## src/design/isx_regs.vh

```
`ifndef ISX_REGS_VH
`define ISX_REGS_VH
// ============================================================
// instruction codes presented on the op input
`define ISX_OP_NOP        3'h0
`define ISX_OP_STORE_UPD  3'h1
`define ISX_OP_STORE_REL  3'h2
`define ISX_OP_LOAD_PRESC 3'h3
`define ISX_OP_SW_RESET   3'h4
// ============================================================
// pointer update mode codes
`define ISX_MM_PREINC     2'h0
`define ISX_MM_PREDEC     2'h1
`define ISX_MM_POSTINC    2'h2
`define ISX_MM_POSTDEC    2'h3
// ============================================================
// reset values and offset limits
`define ISX_PTR_RST       16'h0000
`define ISX_PRESC_RST     8'hff
`define ISX_DATA_RST      8'h00
`define ISX_K_MIN         6'h20
`define ISX_K_MAX         6'h1f
`define ISX_ONE           16'h0001
`endif

```

## src/design/isx_addr_unit.v

```verilog
`timescale 1ns/10ps
// ============================================================
// address and pointer update calculator
`include "isx_regs.vh"
module isx_addr_unit
#(
  parameter AW = 16
)
(
  input  wire [AW-1:0] ptr,
  input  wire          rel_form,
  input  wire [1:0]    mode,
  input  wire [5:0]    k_off,
  output reg  [AW-1:0] eff_addr,
  output reg  [AW-1:0] ptr_next
);
  wire [AW-1:0] ptr_inc;
  wire [AW-1:0] ptr_dec;
  wire [AW-1:0] k_ext;

  // modular arithmetic; carry out dropped so the pointer wraps
  assign ptr_inc = ptr + `ISX_ONE;
  assign ptr_dec = ptr - `ISX_ONE;
  // k sign-extended, spans -32..31
  assign k_ext   = {{(AW-6){k_off[5]}}, k_off};

  // pick effective address and the pointer written back
  always @*
  begin
    eff_addr = ptr;
    ptr_next = ptr;
    if (rel_form)
    begin
      eff_addr = ptr + k_ext;
      ptr_next = ptr;
    end
    else
    begin
      case (mode)
        `ISX_MM_PREINC:
        begin
          eff_addr = ptr_inc;
          ptr_next = ptr_inc;
        end
        `ISX_MM_PREDEC:
        begin
          eff_addr = ptr_dec;
          ptr_next = ptr_dec;
        end
        `ISX_MM_POSTINC:
        begin
          eff_addr = ptr;
          ptr_next = ptr_inc;
        end
        `ISX_MM_POSTDEC:
        begin
          eff_addr = ptr;
          ptr_next = ptr_dec;
        end
        default:
        begin
          eff_addr = ptr;
          ptr_next = ptr;
        end
      endcase
    end
  end
endmodule // isx_addr_unit

```

## src/design/isx_exec.v

```verilog
`timescale 1ns/10ps
`include "isx_regs.vh"
module isx_exec
#(
  parameter AW = 16,
  parameter DW = 8
)
(
  input  wire          mclk,
  input  wire          rst_b,
  input  wire          ce,
  input  wire          instr_valid,
  input  wire [2:0]    op,
  input  wire          ptr_sel,
  input  wire [1:0]    mode,
  input  wire [5:0]    k_off,
  input  wire [DW-1:0] w_in,
  input  wire          ptr_wr,
  input  wire          ptr_wr_sel,
  input  wire [AW-1:0] ptr_wr_data,
  input  wire          ri_flag_set,
  input  wire [DW-1:0] status_in,
  output reg  [AW-1:0] file_select_pointer0_q,
  output reg  [AW-1:0] file_select_pointer1_q,
  output reg           mem_we_q,
  output reg  [AW-1:0] mem_addr_q,
  output reg  [DW-1:0] mem_wdata_q,
  output reg  [DW-1:0] presc_cfg_q,
  output reg           pc_inc_q,
  output reg           sw_reset_q,
  output reg           reset_instruction_flag_n_q,
  output reg  [DW-1:0] status_out_q,
  output reg  [DW-1:0] w_out_q
);
  // ============================================================
  // output timing
  // an instruction is taken at a rising edge with ce and instr_valid high
  // and its effect shows on the outputs one cycle later
  // mem_we_q, pc_inc_q and sw_reset_q are single-cycle pulses
  // mem_addr_q and mem_wdata_q hold their value until the next store
  // presc_cfg_q holds until an instruction changes it, the pointers until a store or a ptr_wr write changes them
  // w_out_q and status_out_q are plain copies of w_in and status_in
  // ce low freezes every register, the pulses included, so the core
  // must not count a pulse twice while it holds ce low
  // sw_reset_q is a request only: the device reset system answers it
  // by pulling rst_b low, and rst_b leaves the cause flag alone
  // the cause flag has no power-up value of its own; power-on logic
  // must raise ri_flag_set once before software reads it
  // opcodes outside the decoded set only advance the program counter

  // ============================================================
  // decode and pointer select
  wire          is_upd;
  wire          is_rel;
  wire          is_store;
  wire          go;
  wire [AW-1:0] sel_ptr;
  wire [AW-1:0] eff_addr;
  wire [AW-1:0] ptr_next;
  wire          is_presc;
  wire          is_swrst;
  reg  [AW-1:0] file_select_pointer0_d;
  reg  [AW-1:0] file_select_pointer1_d;
  reg  [DW-1:0] presc_cfg_d;
  reg           reset_instruction_flag_n_d;

  // every opcode decode goes through one function
  function is_op;
    input [2:0] code;
    input [2:0] want;
    begin
      is_op = (code == want);
    end
  endfunction

  assign go       = ce & instr_valid;
  assign is_upd   = is_op(op, `ISX_OP_STORE_UPD);
  assign is_rel   = is_op(op, `ISX_OP_STORE_REL);
  assign is_store = is_upd | is_rel;
  // single-slot register instructions
  assign is_presc = is_op(op, `ISX_OP_LOAD_PRESC);
  assign is_swrst = is_op(op, `ISX_OP_SW_RESET);
  // the window has no storage; pointer chosen by the instruction
  assign sel_ptr  = ptr_sel ? file_select_pointer1_q : file_select_pointer0_q;

  isx_addr_unit #(.AW(AW)) u_addr
  (
    .ptr      (sel_ptr),
    .rel_form (is_rel),
    .mode     (mode),
    .k_off    (k_off),
    .eff_addr (eff_addr),
    .ptr_next (ptr_next)
  );

  // ============================================================
  // pointer next values
  // a store owns the slot: a plain pointer write there is dropped,
  // because merging the two would lose the store's update
  // and software would see a pointer it never asked for
  always @*
  begin
    file_select_pointer0_d = file_select_pointer0_q;
    file_select_pointer1_d = file_select_pointer1_q;
    if (go && is_store)
    begin
      if (ptr_sel)
        file_select_pointer1_d = ptr_next;
      else
        file_select_pointer0_d = ptr_next;
    end
    else if (ptr_wr)
    begin
      if (ptr_wr_sel)
        file_select_pointer1_d = ptr_wr_data;
      else
        file_select_pointer0_d = ptr_wr_data;
    end
  end

  // ============================================================
  // pointers and data memory write port
  always @(posedge mclk)
  begin
    if (!rst_b)
    begin
      file_select_pointer0_q <= `ISX_PTR_RST;
      file_select_pointer1_q <= `ISX_PTR_RST;
      mem_we_q               <= 1'b0;
      mem_addr_q             <= `ISX_PTR_RST;
      mem_wdata_q            <= `ISX_DATA_RST;
    end
    else if (ce)
    begin
      mem_we_q               <= go & is_store;
      file_select_pointer0_q <= file_select_pointer0_d;
      file_select_pointer1_q <= file_select_pointer1_d;
      if (go && is_store)
      begin
        mem_addr_q  <= eff_addr;
        mem_wdata_q <= w_in;
      end
    end
  end

  // ============================================================
  // prescaler load, working register and status pass-through
  always @*
  begin
    presc_cfg_d = presc_cfg_q;
    if (go && is_presc)
      presc_cfg_d = w_in;
  end

  // w and status are copied only, never computed on, so the
  // core sees them unchanged one slot later
  always @(posedge mclk)
  begin
    if (!rst_b)
    begin
      presc_cfg_q  <= `ISX_PRESC_RST;
      w_out_q      <= `ISX_DATA_RST;
      status_out_q <= `ISX_DATA_RST;
      pc_inc_q     <= 1'b0;
    end
    else if (ce)
    begin
      presc_cfg_q  <= presc_cfg_d;
      // w and flags are never modified by these instructions
      w_out_q      <= w_in;
      status_out_q <= status_in;
      // every instruction here except the software reset, nop included, is a one-slot step
      pc_inc_q     <= go & ~is_op(op, `ISX_OP_SW_RESET);
    end
  end

  // ============================================================
  // software reset and its cause flag
  // the flag survives rst_b so software can read the cause after a
  // software reset; power-on logic restores it through ri_flag_set
  always @(posedge mclk)
  begin
    if (!rst_b)
    begin
      sw_reset_q <= 1'b0;
    end
    else if (ce)
    begin
      sw_reset_q <= go & is_swrst;
    end
  end

  // next cause flag: the reset instruction's clear wins over a set in
  // the same slot, so a racing power-on write cannot hide the cause
  always @*
  begin
    reset_instruction_flag_n_d = reset_instruction_flag_n_q;
    if (go && is_swrst)
      reset_instruction_flag_n_d = 1'b0;
    else if (ri_flag_set)
      reset_instruction_flag_n_d = 1'b1;
  end

  // flag register; no rst_b branch so the cause survives the reset
  always @(posedge mclk)
  begin
    if (ce)
      reset_instruction_flag_n_q <= reset_instruction_flag_n_d;
  end
endmodule // isx_exec

```

## config.mk

```make
export PLATFORM = sky130hd
export DESIGN_NAME = isx_exec
export DESIGN_NICKNAME = d
export VERILOG_FILES = /design/src/design/isx_addr_unit.v /design/src/design/isx_exec.v
export VERILOG_INCLUDE_DIRS = /design/src /design/src/design
export SDC_FILE = /design/constraint.sdc
export NUM_CORES = 1
export LEC_CHECK = 0
export BUFFER_PORTS_ARGS = -buffer_cell sky130_fd_sc_hd__buf_4
export CAP_MARGIN = 20
export CORE_MARGIN = 1
export CORE_UTILIZATION = 50
export CTS_CLUSTER_SIZE = 12
export DETAILED_ROUTE_END_ITERATION = 16
export PLACE_DENSITY = 0.76
export SETUP_SLACK_MARGIN = 0.15
export SLEW_MARGIN = 40
export SYNTH_ARGS = -nofsm -noshare
export SYNTH_HDL_FRONTEND = slang
export SYNTH_SLANG_ARGS = --single-unit
```

## constraint.sdc

```tcl
create_clock -name mclk -period 3.5 [get_ports mclk]
set_input_delay 0.175 -clock mclk [delete_from_list [all_inputs] [get_ports mclk]]
set_output_delay 0.175 -clock mclk [all_outputs]
set_load 0.03 [all_outputs]
```

Word-level counts from Yosys, hierarchy flattened --
Index checks and enable logic that the tools add are counted.
Word-level totals: bits in latches 0, bits in writable memories 0, memories kept 0, output and inout bits 84, register bits after elaboration 84, word-level logic and storage cells 59, bits in read-only memories 0
Cells by class: $add $sub $neg 3, divide/modulo/power cells 0, multiply operators 0, order comparisons 0, shift-type cells 0, mux-type cells 14, reduce and logical (&&, ||, !) cells 15, bitwise logic cells 6, eq/ne operators 10
Operators with widths (number):
- 16-bit two-way mux | 11
- 16-bit one-hot mux with 3 select lines | 1
- 16-bit one-hot mux with 2 select lines | 1
- 16-bit by 1-bit adder with 16-bit output (second input constant) | 1
- 16-bit adder | 1
- 16-bit by 1-bit subtractor with 16-bit output (second input constant) | 1
- 4-bit AND reduction | 2
- 3-bit by 2-bit equality test with 1-bit output (second input constant) | 2
- 2-bit AND reduction | 3
- 2-bit nonzero test | 3
- 2-bit OR reduction | 3
- 1-bit AND | 4
- 2-bit equality test (second input constant) | 2
- 2-bit != test (second input constant) | 2
- 3-bit by 1-bit equality test with 1-bit output (second input constant) | 1
- 3-bit equality test (second input constant) | 1
- 1-bit logical AND | 3
- 2-bit by 1-bit equality test with 1-bit output (second input constant) | 1
- 2-bit zero test | 1
- 2-bit by 1-bit != test with 1-bit output (second input constant) | 1
- 1-bit two-way mux | 1
- 1-bit inverter | 1
- 1-bit OR | 1

Depth between registers and ports, before layout --
depth after elaboration 6, gate-level depth with buffers 14, gate-level depth less buffers 12

Modules after synthesis --
Synthesis repeated with hierarchy kept, for this count alone.
Unflattened totals: cell total of the unflattened synthesis 636, area total of the unflattened synthesis 5471.5 um2
Modules (own cells, without submodules):
- isx_exec | instances 1, area each 3774.9 um2, sequential area each 1691.6 um2, cells an instance 393
- isx_addr_unit | instances 1, area each 1696.6 um2, sequential area each 0.0 um2, cells an instance 243

Worst setup path after synthesis --
No wires, ideal clock.
path type in2reg, start point input port ptr_sel, end point register file_select_pointer1_q[14], arrival time 3019 ps, stages 11, path slack 395 ps, library setup time 86 ps, data required time 3414 ps, cell sequence buf_2 buf_2 mux2i_1 ha_1 or4b_4 a222oi_1 nand4bb_1 a21oi_1 xor2_1 nor2_1 a211oi_1
Between the ends: cells in the longest elaborated chain, start to end 6, elaborated cells on any way between the ends 9
RTL lines:
- start: declaration | line isx_exec.v:14 | input wire ptr_sel,
- 16-bit two-way mux | line isx_exec.v:84 | assign sel_ptr = ptr_sel ? file_select_pointer1_q : file_select_pointer0_q;
- 16-bit by 1-bit subtractor with 16-bit output (no line) or 16-bit by 1-bit adder with 16-bit output (tied branches)
- 16-bit one-hot mux with 2 select lines | line isx_addr_unit.v:39 | case (mode)
- 16-bit two-way mux | line isx_addr_unit.v:32 | if (rel_form)
- 16-bit two-way mux | line isx_exec.v:107 | if (ptr_sel)
- 16-bit two-way mux | line isx_exec.v:105 | if (go && is_store)
- end signal: assignment | line isx_exec.v:128 | file_select_pointer1_q <= `ISX_PTR_RST;
- end signal: assignment | line isx_exec.v:137 | file_select_pointer1_q <= file_select_pointer1_d;
- end: declaration | line isx_exec.v:24 | output reg [AW-1:0] file_select_pointer1_q,
Parallel ways exist; a longest one is shown, timed or not. The select of a mux whose other input is x is not followed. A chain may end at the register's enable or synchronous reset.

Final worst setup path --
start point register file_select_pointer1_q[0], end point register file_select_pointer0_q[12]
Between the ends: cells in the longest elaborated chain, start to end 6, elaborated cells on any way between the ends 7
RTL lines:
- 16-bit two-way mux * | line isx_exec.v:84
- 16-bit by 1-bit subtractor with 16-bit output (no line) or 16-bit by 1-bit adder with 16-bit output (tied branches)
- 16-bit one-hot mux with 2 select lines * | line isx_addr_unit.v:39
- 16-bit two-way mux * | line isx_addr_unit.v:32
- 16-bit two-way mux * | line isx_exec.v:107
- 16-bit two-way mux * | line isx_exec.v:105
- end signal: assignment | line isx_exec.v:127 | file_select_pointer0_q <= `ISX_PTR_RST;
- end signal: assignment | line isx_exec.v:136 | file_select_pointer0_q <= file_select_pointer0_d;
- end: declaration | line isx_exec.v:23 | output reg [AW-1:0] file_select_pointer0_q,
Every way passes the cells marked *; elsewhere a longest branch is shown, timed or not. The select of a mux whose other input is x is not followed.

==> summary.md <==
| Metric | Value |
|---|---|
| Most frequent CP cell | `nand2_1` |
| Reg-to-Reg End | `file_select_pointer0_q[12]$_SDFFE_PN0P_` |
| Layout cell share with drive strength beyond 1 | `23.7%` |
| Worst path slowest cell | `or4bb_1` |
| Largest net degree at the start of global routing | `46` |
| CP endpoint | `file_select_pointer0_q[12]$_SDFFE_PN0P_` |
| P_leak | `2.89 nW` |
| DRT Pass-1 Iters | `5` |
| Resize count post-CTS | `0` |
| Sequential cell area fraction in the yosys report | `between 30% and 40%` |
| Synth Register Bits | `84` |
| Synth warnings | `0` |
| Ys async rst share | `0%` |
| R2R Path Start | `file_select_pointer1_q[0]$_SDFFE_PN0P_` |
| Grt ovf | `0` |
| Post-synth EDFFs | `1` |
| Width of the die | `104 µm` |
| Post-Synthesis Cells | `659` |
| Synth Net Count | `728` |
| Max Slew Vio Count | `0` |
| Post-CTS setup buffers | `0` |
| N_diodes | `0` |
| WHS | `around 0.036 ns` |
| Mean Syn Cell Area | `~8 µm²` |
| Depth of the CTS H-tree | `3` |
| Setup Skew | `0.0155 ns` |
| Filler instances | `864` |
| Final worst path period need | `2.84 ns` |
| Setup TNS | `0 ns` |
| CTS tree | `built` |
| CP Class | `register to register` |
| Initial Util | `a little over half` |
| Headroom to the max-slew limit | `45.7%` |
| Slew at the pin with the worst max-slew slack | `just over 0.8 ns` |
| Total CTS buffers | `9` |
| Tcrit/Tclk final | `81.0%` |
| Worst hold path class | `input port to register` |
| Via count | `between 5000 and 6000` |
| Initial DRC count | `301` |
| Commonest non-fill, non-tap cell in the layout | `buf_4` |
| Detailed placement HPWL | `11900 µm` |
| Die footprint | `10900 µm²` |
| Synthesized cell area | `~5200 µm²` |
| CTS Sinks | `84` |
| Most used DFF post-synth | `dfxtp_1` |
| Commonest non-fill, non-tap cells in the layout | `buf_4, dfxtp_1, nand2_1` |
| Top-level port count | `135` |
| Clock Latency Late Sink | `0.36 ns` |
| Cells on worst reg2reg path | `10` |
| Cts-stage hold buffer count | `0` |
| Hold Vio Cnt, Final | `0` |
| CP Launch Point | `file_select_pointer1_q[0]$_SDFFE_PN0P_` |
| RSZ-0062 raised after global routing | `no` |
| Status | `finished, final reports clean` |
| Post-layout net count | `849` |
| Critical Path End Type | `register` |
| Reg clk slew, reported paths | `0.10 ns` |
| Setup Viol. Count Final | `0` |
| GRT Resource Usage Total | `29.9%` |
| CP Launch Type | `register` |
| Worst ir drop on vdd | `a little over 0.0003 V` |
| Final design utilization | `66.1%` |
| DR DRC count | `0` |
| Die height | `104 µm` |
| Max incr delay on CP | `0.47 ns` |
| DR WL/cell | `17.8 µm` |
| ANT nets after route | `0` |
| Vias in the first global route | `5328` |
| Tot Pwr | `0.00243 W` |
| CTS max path bufs | `2` |
| Via/cell ratio | `roughly 6` |
| CP required | `3.74 ns` |
| Root buffer cell | `clkbuf_8` |
| Row cnt | `36` |
| Power Density | `approximately 370 nW/µm²` |
| I/O Buffers | `134` |
| FF-to-FF setup slack | `0.66 ns` |
| Final wirelength | `16400 µm` |
| Crit path DAT | `slightly above 3 ns` |
| Maxcap violations | `0` |
| Worst path cell trace | `mux2i_1, ha_1, or4bb_1, a222oi_1, buf_4, o2111ai_1, nand2_1, nand2_1, a21oi_1, o21ai_0` |
| First-pass GRT wire length | `26100 µm` |
| Crit Path Max Fanout | `5` |
| Initial antenna violation count | `0` |
| GP Congestion | `0.950` |
| Yosys cell types | `70` |
| Highest Clock Rate | `0.353 GHz` |
| Core ar. | `between 9000 and 10000 µm²` |
| P&R area growth vs syn | `25.7%` |
-- critical path, delay by kind of cell, from the launching register on --
family,cells,cell delay (ns)
AND/OR/NAND/NOR,3,0.65
AO/OA/AOI/OAI,4,1.03
adder cells (fa/ha/maj),1,0.25
multiplexers,1,0.21
buffers and inverters,1,0.20
flip-flops,1,0.37
-- sequential cells by signal, indices dropped and copies added (netlist names), 8 cells and up --
register and count:
file_select_pointer0_q 16, file_select_pointer1_q 16, mem_addr_q 16, mem_wdata_q 8, status_out_q 8, w_out_q 8, presc_cfg_q 8
-- per-layer routing --
layer	global-route usage (%)	wire (µm)	vias to the layer above
li1	-	-	2634
met1	35.1	6510	2609
met2	52.2	8210	235
met3	6.33	1250	29
met4	12.7	389	0
met5	0	0	-
-- final cells by class --
type / count / area [µm²] / area share, %
Timing Repair Buffer: 148 / 1110 / 17.0
Multi-Input combinational cell: 516 / 3320 / 50.5
Clock buffer: 9 / 124 / 1.88
Sequential cell: 84 / 1690 / 25.7
Inverter: 21 / 78.8 / 1.20
Tap cell: 133 / 166 / 2.53
Clock inverter: 7 / 78.8 / 1.20
-- power breakdown --
group	switching (W)	internal, W	leakage (nW)
registers	0.0000431	0.00100	0.688
logic	0.000382	0.000257	2.10
clock network	0.000409	0.000341	0.106
total	0.000834	0.00160	2.89
-- synth_stat cells, types with 17 or more instances --
cell type  instances  area share, %
a211oi_1          17            2.4
ha_1              17            4.1
clkbuf_1          27            1.9
o21ai_0           45            4.3
dfxtp_1           83             32
nand2_1           74            5.3
inv_1             20            1.4
xnor2_1           26            4.4
a21oi_1           57            5.5
mux2i_1           36            6.9
nor2_1            66            4.7
nand3_1           32            3.1
-- kinds of logic (layout without fill, tap and decap cells) --
kind of cell    after synthesis  in the layout  synth area share (%)
xor+xnor                     36             36                  6.03
mux                          43             43                  8.39
flops                        84             84                  32.3
fa+ha+maj                    18             18                  4.45
compound gates              185            185                  22.8
simple gates                234            234                  21.6
buf+inv                      59            185                  4.42
-- stage by stage --
step | setup WS [ns] | instance area, µm² | instances
after global placement | 0.697 | 6360 | 901
after floorplan | 0.395 | 5230 | 659
after CTS | 0.679 | 6560 | 917
final | 0.663 | 6580 | 918
after global routing | 0.405 | 6580 | 918
after detailed placement | 0.625 | 6360 | 901
-- worst min path at each step --
stage,startpoint,to,slack (ns),cells after the start
2_1_floorplan,w_in[0],presc_cfg_q[0]$_SDFFE_PN1P_,0.30,2
3_3_place_gp,w_in[1],presc_cfg_q[1]$_SDFFE_PN1P_,0.41,3
3_5_place_dp,w_in[1],presc_cfg_q[1]$_SDFFE_PN1P_,0.42,3
4_1_cts,status_in[2],status_out_q[2]$_SDFFE_PN0P_,0.03,3
5_1_grt,w_in[1],presc_cfg_q[1]$_SDFFE_PN1P_,0.03,3
6_report,status_in[2],status_out_q[2]$_SDFFE_PN0P_,0.04,3
(Power assumes the default switching activity.)
